[src/crc_pkg.sv]
package crc_pkg;

    // ------------------------------------------------------------
    // register map
    // ------------------------------------------------------------
    localparam logic [3:0] REF_CONTROL_ADDR = 4'h0; // reference control
    localparam logic [3:0] REF_TAP_ADDR = 4'h1; // tap and pin status, read only
    localparam logic [7:0] REF_CONTROL_RESET = 8'h00;

    // ------------------------------------------------------------
    // field positions
    // ------------------------------------------------------------
    localparam int POWER_BIT = 7;
    localparam int PIN_OE_BIT = 6;
    localparam int RANGE_BIT = 5;
    localparam int SOURCE_BIT = 4;
    localparam int LEVEL_MSB = 3;
    localparam int LEVEL_LSB = 0;
    localparam logic [4:0] LOW_RANGE_BASE = 5'h08; // quarter of 32 steps
    localparam logic [4:0] TAP_NONE = 5'h00;

    // ------------------------------------------------------------
    // decoded control
    // ------------------------------------------------------------
    typedef struct packed {
        logic power;
        logic pin_oe;
        logic range;
        logic source;
        logic [3:0] level;
    } crc_ctrl_t;

endpackage : crc_pkg

[src/crc_tap_decode.sv]
`timescale 1ns/100ps
// ------------------------------------------------------------
// ladder tap selection
// ------------------------------------------------------------
module crc_tap_decode
(
    // settings
    input wire crc_pkg::crc_ctrl_t ctrl,
    // ladder controls
    output logic [4:0] tap,
    output logic [1:0] step_denominator_sel
);

    // high range: code/24 from zero; low range: span/4 + code/32
    always_comb
    begin
        if (!ctrl.power)
        begin
            tap = crc_pkg::TAP_NONE;
        end
        else if (ctrl.range)
        begin
            tap = {1'b0, ctrl.level}; // RQ3 RQ5
        end
        else
        begin
            tap = 5'(crc_pkg::LOW_RANGE_BASE + {1'b0, ctrl.level}); // RQ3 RQ5
        end
        step_denominator_sel = {ctrl.power, ctrl.range};
    end

endmodule : crc_tap_decode

[src/crc_ref_control.sv]
// The address-and-strobe port and the address map are this design's own decisions.
`timescale 1ns/100ps
// Operation
// RQ1: bit 7 powers the reference ladder on when one, off when zero.
// RQ2: bit 6 routes the reference onto the shared pin when one.
// RQ3: bit 5 picks range: one gives code/24 span, zero span/4 plus code/32.
// RQ4: bit 4 picks ladder supply: external reference pins or device rails.
// RQ5: bits 3 to 0 are an unsigned level code selecting one of sixteen taps.
// RQ6: device reset clears enable, pin enable, range and level code bits.
// RQ7: wake from Sleep leaves the control register unchanged.
// RQ8: pin driven only when pin enable and the direction bit are both one.
// RQ9: reference works whatever the comparator mode is.
// RQ10: software should disable the reference before entering Sleep.
// RQ11: all eight bits read and write, and all read zero after reset.
module crc_ref_control
(
    // clock and reset
    input wire logic REF_CLK,
    input wire logic RST,
    input wire logic CLK_EN,
    // register port
    input wire logic [3:0] ADDR,
    input wire logic [7:0] WDATA,
    input wire logic WR,
    input wire logic RD,
    output logic [7:0] RDATA,
    // port pin direction bit, from the port logic on this clock
    input wire logic PIN_DIRECTION,
    // analog ladder controls
    output logic REF_POWER_ENABLE,
    output logic REF_SOURCE_SELECT,
    output logic REF_RANGE_SELECT,
    output logic [4:0] REF_LADDER_TAP,
    output logic REF_OUTPUT_PIN_OE
);

    // ------------------------------------------------------------
    // control register
    // ------------------------------------------------------------
    crc_pkg::crc_ctrl_t reference_control;
    crc_pkg::crc_ctrl_t next_reference_control;
    logic [7:0] rdata;
    logic [7:0] next_rdata;
    logic [4:0] tap;
    logic [1:0] step_sel;

    // control register address match, shared by the write decode and the checks
    function automatic logic is_control_addr(input logic [3:0] a);
        return a == crc_pkg::REF_CONTROL_ADDR;
    endfunction : is_control_addr

    // write decode; only reset or a write changes it, so sleep wake keeps it
    always_comb
    begin
        next_reference_control = reference_control; // RQ7
        if (WR && is_control_addr(ADDR))
        begin
            next_reference_control = crc_pkg::crc_ctrl_t'(WDATA); // RQ11
        end
    end

    // read mux, data one cycle after the read strobe
    always_comb
    begin
        next_rdata = 8'h00;
        if (RD)
        begin
            unique case (ADDR)
                crc_pkg::REF_CONTROL_ADDR: next_rdata = reference_control; // RQ11
                crc_pkg::REF_TAP_ADDR: next_rdata = {2'h0, REF_OUTPUT_PIN_OE, tap};
                default: next_rdata = 8'h00;
            endcase
        end
    end

    // registers
    always_ff @(posedge REF_CLK)
    begin
        if (RST)
        begin
            reference_control <= crc_pkg::REF_CONTROL_RESET; // RQ6 RQ11
            rdata <= 8'h00;
        end
        else if (CLK_EN)
        begin
            reference_control <= next_reference_control;
            rdata <= next_rdata;
        end
    end

    // ------------------------------------------------------------
    // ladder and pin
    // ------------------------------------------------------------
    crc_tap_decode u_tap
    (
        .ctrl(reference_control),
        .tap(tap),
        .step_denominator_sel(step_sel)
    );

    // outputs, independent of any comparator mode
    assign RDATA = rdata;
    assign REF_POWER_ENABLE = reference_control.power; // RQ1 RQ9
    assign REF_SOURCE_SELECT = reference_control.source; // RQ4
    assign REF_RANGE_SELECT = step_sel[1] && step_sel[0]; // RQ3
    assign REF_LADDER_TAP = tap; // RQ5
    assign REF_OUTPUT_PIN_OE = reference_control.pin_oe && PIN_DIRECTION; // RQ2 RQ8
endmodule : crc_ref_control

[config.mk]
export PLATFORM = sky130hd
export DESIGN_NAME = crc_ref_control
export DESIGN_NICKNAME = d
export VERILOG_FILES = /design/src/crc_pkg.sv /design/src/crc_tap_decode.sv /design/src/crc_ref_control.sv
export SDC_FILE = /design/constraint.sdc
export NUM_CORES = 1
export LEC_CHECK = 0
export BUFFER_PORTS_ARGS = -buffer_cell sky130_fd_sc_hd__buf_2
export CAP_MARGIN = 20
export CORE_UTILIZATION = 40
export DETAILED_ROUTE_END_ITERATION = 8
export GPL_ROUTABILITY_DRIVEN = 1
export PLACE_DENSITY = 0.67
export SLEW_MARGIN = 20
export SYNTH_ARGS = -nofsm -noshare
export SYNTH_HDL_FRONTEND = slang
export SYNTH_HIERARCHICAL = 1
export SYNTH_SLANG_ARGS = --single-unit
[constraint.sdc]
create_clock -name REF_CLK -period 1.5 [get_ports REF_CLK]
set_input_delay 0.225 -clock REF_CLK [delete_from_list [all_inputs] [get_ports REF_CLK]]
set_output_delay 0.225 -clock REF_CLK [all_outputs]
set_load 0.03 [all_outputs]
# After elaboration in Yosys (flattened, before gate mapping)
# Cells that the tools add are included.
[classes]
add_sub_neg = 1
eq_ne = 1
muxes = 4
reduce_logical = 5
[ops]
columns = ["op", "count"]
rows = [
  ["$pmux 8 s2", 1],
  ["$mux 5", 2],
  ["$mux 8", 1],
  ["$add 4x4->5 const A", 1],
  ["$eq 4x1->1 const B", 1],
  ["$logic_not 4->1", 1],
  ["$logic_and 1x1->1", 3],
  ["$reduce_and 2->1", 1],
]
[word_totals]
regBits = 16
word_cells = 17

# Longest topological paths before layout
[logic_depth]
word_depth = 5
ltp_mapped = 5

# Cells and area by module
# Netlist, hierarchy kept.
[by_module_without_submodules]
columns = ["module", "instances", "cells_per_inst", "area_per_inst_um2", "seq_area_each_um2"]
rows = [
  ["crc_ref_control", 1, 73, 713.2, 320.3],
  ["crc_tap_decode", 1, 9, 62.6, 0.0],
]

# Worst setup path before layout
# OpenSTA, ideal clock, no wires.
[synth_path]
kind = "reg2reg"
from = "reg reference_control, in the netlist REF_POWER_ENABLE"
to = "reg rdata[0] (netlist: RDATA[0])"
t_arrival_ps = 1183
required_time_ps = 1425
slack_ps = 242
path_stages_with_launch = 4
n_path_buf = 0
synth_period_minus_slack_ps = 1258
cell_sequence = "dfxtp_1 and2_1 mux2i_1 o21ai_0"
[synth_between]
elab_chain_len = 3
[synth_lines]
columns = ["item", "line_no", "source"]
rows = [
  ["from (decl)", "crc_ref_control.sv:40", "crc_pkg::crc_ctrl_t reference_control;"],
  ["from (signal assigned)", "crc_ref_control.sv:81", "reference_control <= crc_pkg::REF_CONTROL_RESET;"],
  ["from (signal assigned)", "crc_ref_control.sv:86", "reference_control <= next_reference_control;"],
  ["$mux 5", "crc_tap_decode.sv:17", "if (!ctrl.power)"],
  ["named net REF_LADDER_TAP[0]", "crc_ref_control.sv:33", "output logic [4:0] REF_LADDER_TAP,"],
  ["$pmux 8 s2", "crc_ref_control.sv:68", "unique case (ADDR)"],
  ["$mux 8", "crc_ref_control.sv:66", "if (RD)"],
  ["to (signal assigned)", "crc_ref_control.sv:87", "rdata <= next_rdata;"],
  ["to (decl)", "crc_ref_control.sv:42", "logic [7:0] rdata;"],
]
# The timed path passes the listed nets, and every way through them passes these cells.
# A chain may end at the register's enable or synchronous reset.

# Worst setup path in the final report
[layout_path]
from = "reg reference_control[5] (netlist bit)"
to = "out REF_LADDER_TAP[3]"
[layout_between]
elab_chain_len = 2
[layout_lines]
columns = ["item", "line_no", "source"]
rows = [
  ["$mux 5", "crc_tap_decode.sv:21", "else if (ctrl.range)"],
  ["$mux 5", "crc_tap_decode.sv:17", ""],
  ["to (decl)", "crc_ref_control.sv:33", ""],
]
# Every way passes these cells.

==> results.cfg <==
[sta]
worst_pin_slew_ns = 0.447
setup_tns_ns = 0
finClkSkew_ns = 0.00142
period_share_pct = 96.4
clock.fmax_mhz = 692
timing.hold.ws_ns = 0.195
drv_slew = 0
rsz0062_at_grt = no
min_period_ns = 1.45
hold_viol = 0
setup_viol = 0
slew_headroom_pct = 70.1

[floorplanning]
die_w_um = 46.0
core-area_um2 = 1760
pin_count = 35
rows = 15
die_h_um = 46.0
start_util_pct = 44.0
die_area_um2 = 2120

[clock_network]
clock-sinks = 16
worstSkewPairLatency_ns = 0.27
cts.htree.levels = 1
cts.clk_slew.worst_paths_ns = 0.09
cts_tree = built
root_buffer = clkbuf_4
cts_buffers = 3
cts.path.max_buffers = 2

[route]
drc = 0
first_iter_violations = 4
vias = 631
wl_mm = 1.37
wl_per_cell_um = 9.67
final_antenna_net_count = 0
dr.pass1.iters = 4
routed_via_density = 4.44

[synth]
async_flop_share_pct = 0
synthTopCellsByArea = dfxtp_1 41%, mux2i_1 18%, nand2b_1 15%, and2_1 5.6%, o21ai_0 5.2%
synth_top_cell_area_share_pct = 41.3
synth.distinct_cells = 15
synth_seq_cells = 16
seq_area_frac_synth_pct = 41.3
ys_warn_count = 6
synth.largest_area_cell = dfxtp_1
synth_nets = 101
syn_inst = 82
post_synth.cell_area_avg_um2 = 9.46
synth-edff-count = 0
ys_top_cells_by_count = 18 x nand2b_1, 16 x dfxtp_1, 14 x mux2i_1
yosys_most_used_dff = dfxtp_1
synth_most_common_cell = nand2b_1
netlist_area_um2 = 776

[power]
p_per_area_nw_per_um2 = 761
ir_worst_vdd_v = 0.000435
power_mw = 0.759
cellLeakagePower_nw = 0.454

[global_routing]
antenna_found_initial = 0
grt_pass1_vias = 515
grt_pass1_wl_mm = 2.16
grt_use_total_pct = 15.0
grt-ovfl-total = 0
grt_max_degree = 19

[critical_path]
setup.worst_path.class = register to output port
critPathMaxFanout = 2
cp_cell_sequence = inv_1 > ha_1 > and2_1 > buf_6
slowest_stage = dfxtp_2
crit_path_end_kind = output port
crit_arrival_ns = 1.22
cpPeakStageDelay_ns = 0.34
start_kind = register
cp.required_ns = 1.27

[job]
maxCapViolations = 0

[finish]
post-route-util_pct = 56.6
layout.area.seq_um2 = 322
multi_input_area_um2 = 414
nFillCells = 197
area_delta_synth_final_pct = 28.7
fin_nets = 137
drive_gt1_share_pct = 35.9
antennaDiodeCount = 0
fin_cells = 142

[placed_design]
port_buffers = 34
dp.cells = 137
gp_congestion = 0.701

[outcome]
outcome = complete, no violations

[worst_hold_path]
worstHoldPathType = input pin to register
worst max-delay path: cells and delay by family, from the launching register on:
kind          cells  cell delay, ns
buf+inv           2            0.18
flops             1            0.34
simple gates      1            0.17
fa+ha+maj         1            0.25
area by class of cell:
cell class | instances | area share, %
multi-input combinational | 60 | 41.5
clock buffer | 4 | 3.63
tap | 25 | 3.13
timing repair buffer | 36 | 19.2
sequential | 16 | 32.2
inverter | 1 | 0.376
flip-flops by register name, indices dropped and copies added, names as in the netlist:
register	count
RDATA	8
REF_POWER_ENABLE	1
reference_control	6
REF_SOURCE_SELECT	1
stage by stage:
stage / cell area (um^2) / worst slack, ns
2_1_floorplan: 776 / 0.242
3_3_place_gp: 947 / 0.242
3_5_place_dp: 947 / 0.210
4_1_cts: 995 / 0.0255
5_1_grt: 998 / 0.00730
6_report: 998 / 0.0545
cell families after synthesis:
| kind of cell | synth area share (%) |
|---|---|
| muxes | 18.1 |
| DFF | 41.3 |
| buffers and inverters | 5.32 |
| and+or+nand+nor | 28.5 |
| adders and majority gates | 1.61 |
| AOI/OAI and AO/OA | 5.16 |
layer usage:
| metal | vias to the layer above | global-route usage (%) | wire, um |
|---|---|---|---|
| met5 | - | 0 | 0 |
| met4 | 0 | 8.82 | 16 |
| met3 | 2 | 4.76 | 79 |
| met2 | 22 | 22.8 | 633 |
| met1 | 268 | 18.4 | 643 |
| li1 | 339 | - | - |
where the power goes:
| group | internal (mW) | leakage [nW] | total (mW) | switching [mW] |
|---|---|---|---|---|
| logic | 0.0333 | 0.304 | 0.0587 | 0.0254 |
| clock network | 0.147 | 0.0210 | 0.273 | 0.126 |
| registers | 0.426 | 0.129 | 0.427 | 0.00135 |
worst paths after layout:
| path | start | to | slack [ns] | cells after the start |
|---|---|---|---|---|
| setup / recovery | reference_control[5] | REF_LADDER_TAP[3] | 0.05 | 4 |
| hold / removal | WDATA[4] | REF_SOURCE_SELECT | 0.19 | 3 |
| setup reg to reg | reference_control[5] | RDATA[3] | 0.32 | 5 |
| hold reg to reg | RDATA[7] | RDATA[7] | 0.45 | 2 |
cells in the final DEF (no fill, tap or decap), drive strengths merged, types with 4 or more instances in the layout:
master / instances
nand2b: 18
nand2: 8
o21ai: 8
mux2i: 14
buf: 36
dfxtp: 16
clkbuf: 4
and2: 7
what timing repair did:
item / CTS / global route
gates resized for setup: 2 / 1
buffers inserted: 1 / 0
endpoints found under the setup margin: 1 / 1
hold buffers: 0 / 0
Note: power is estimated with default switching activity, not from simulation.
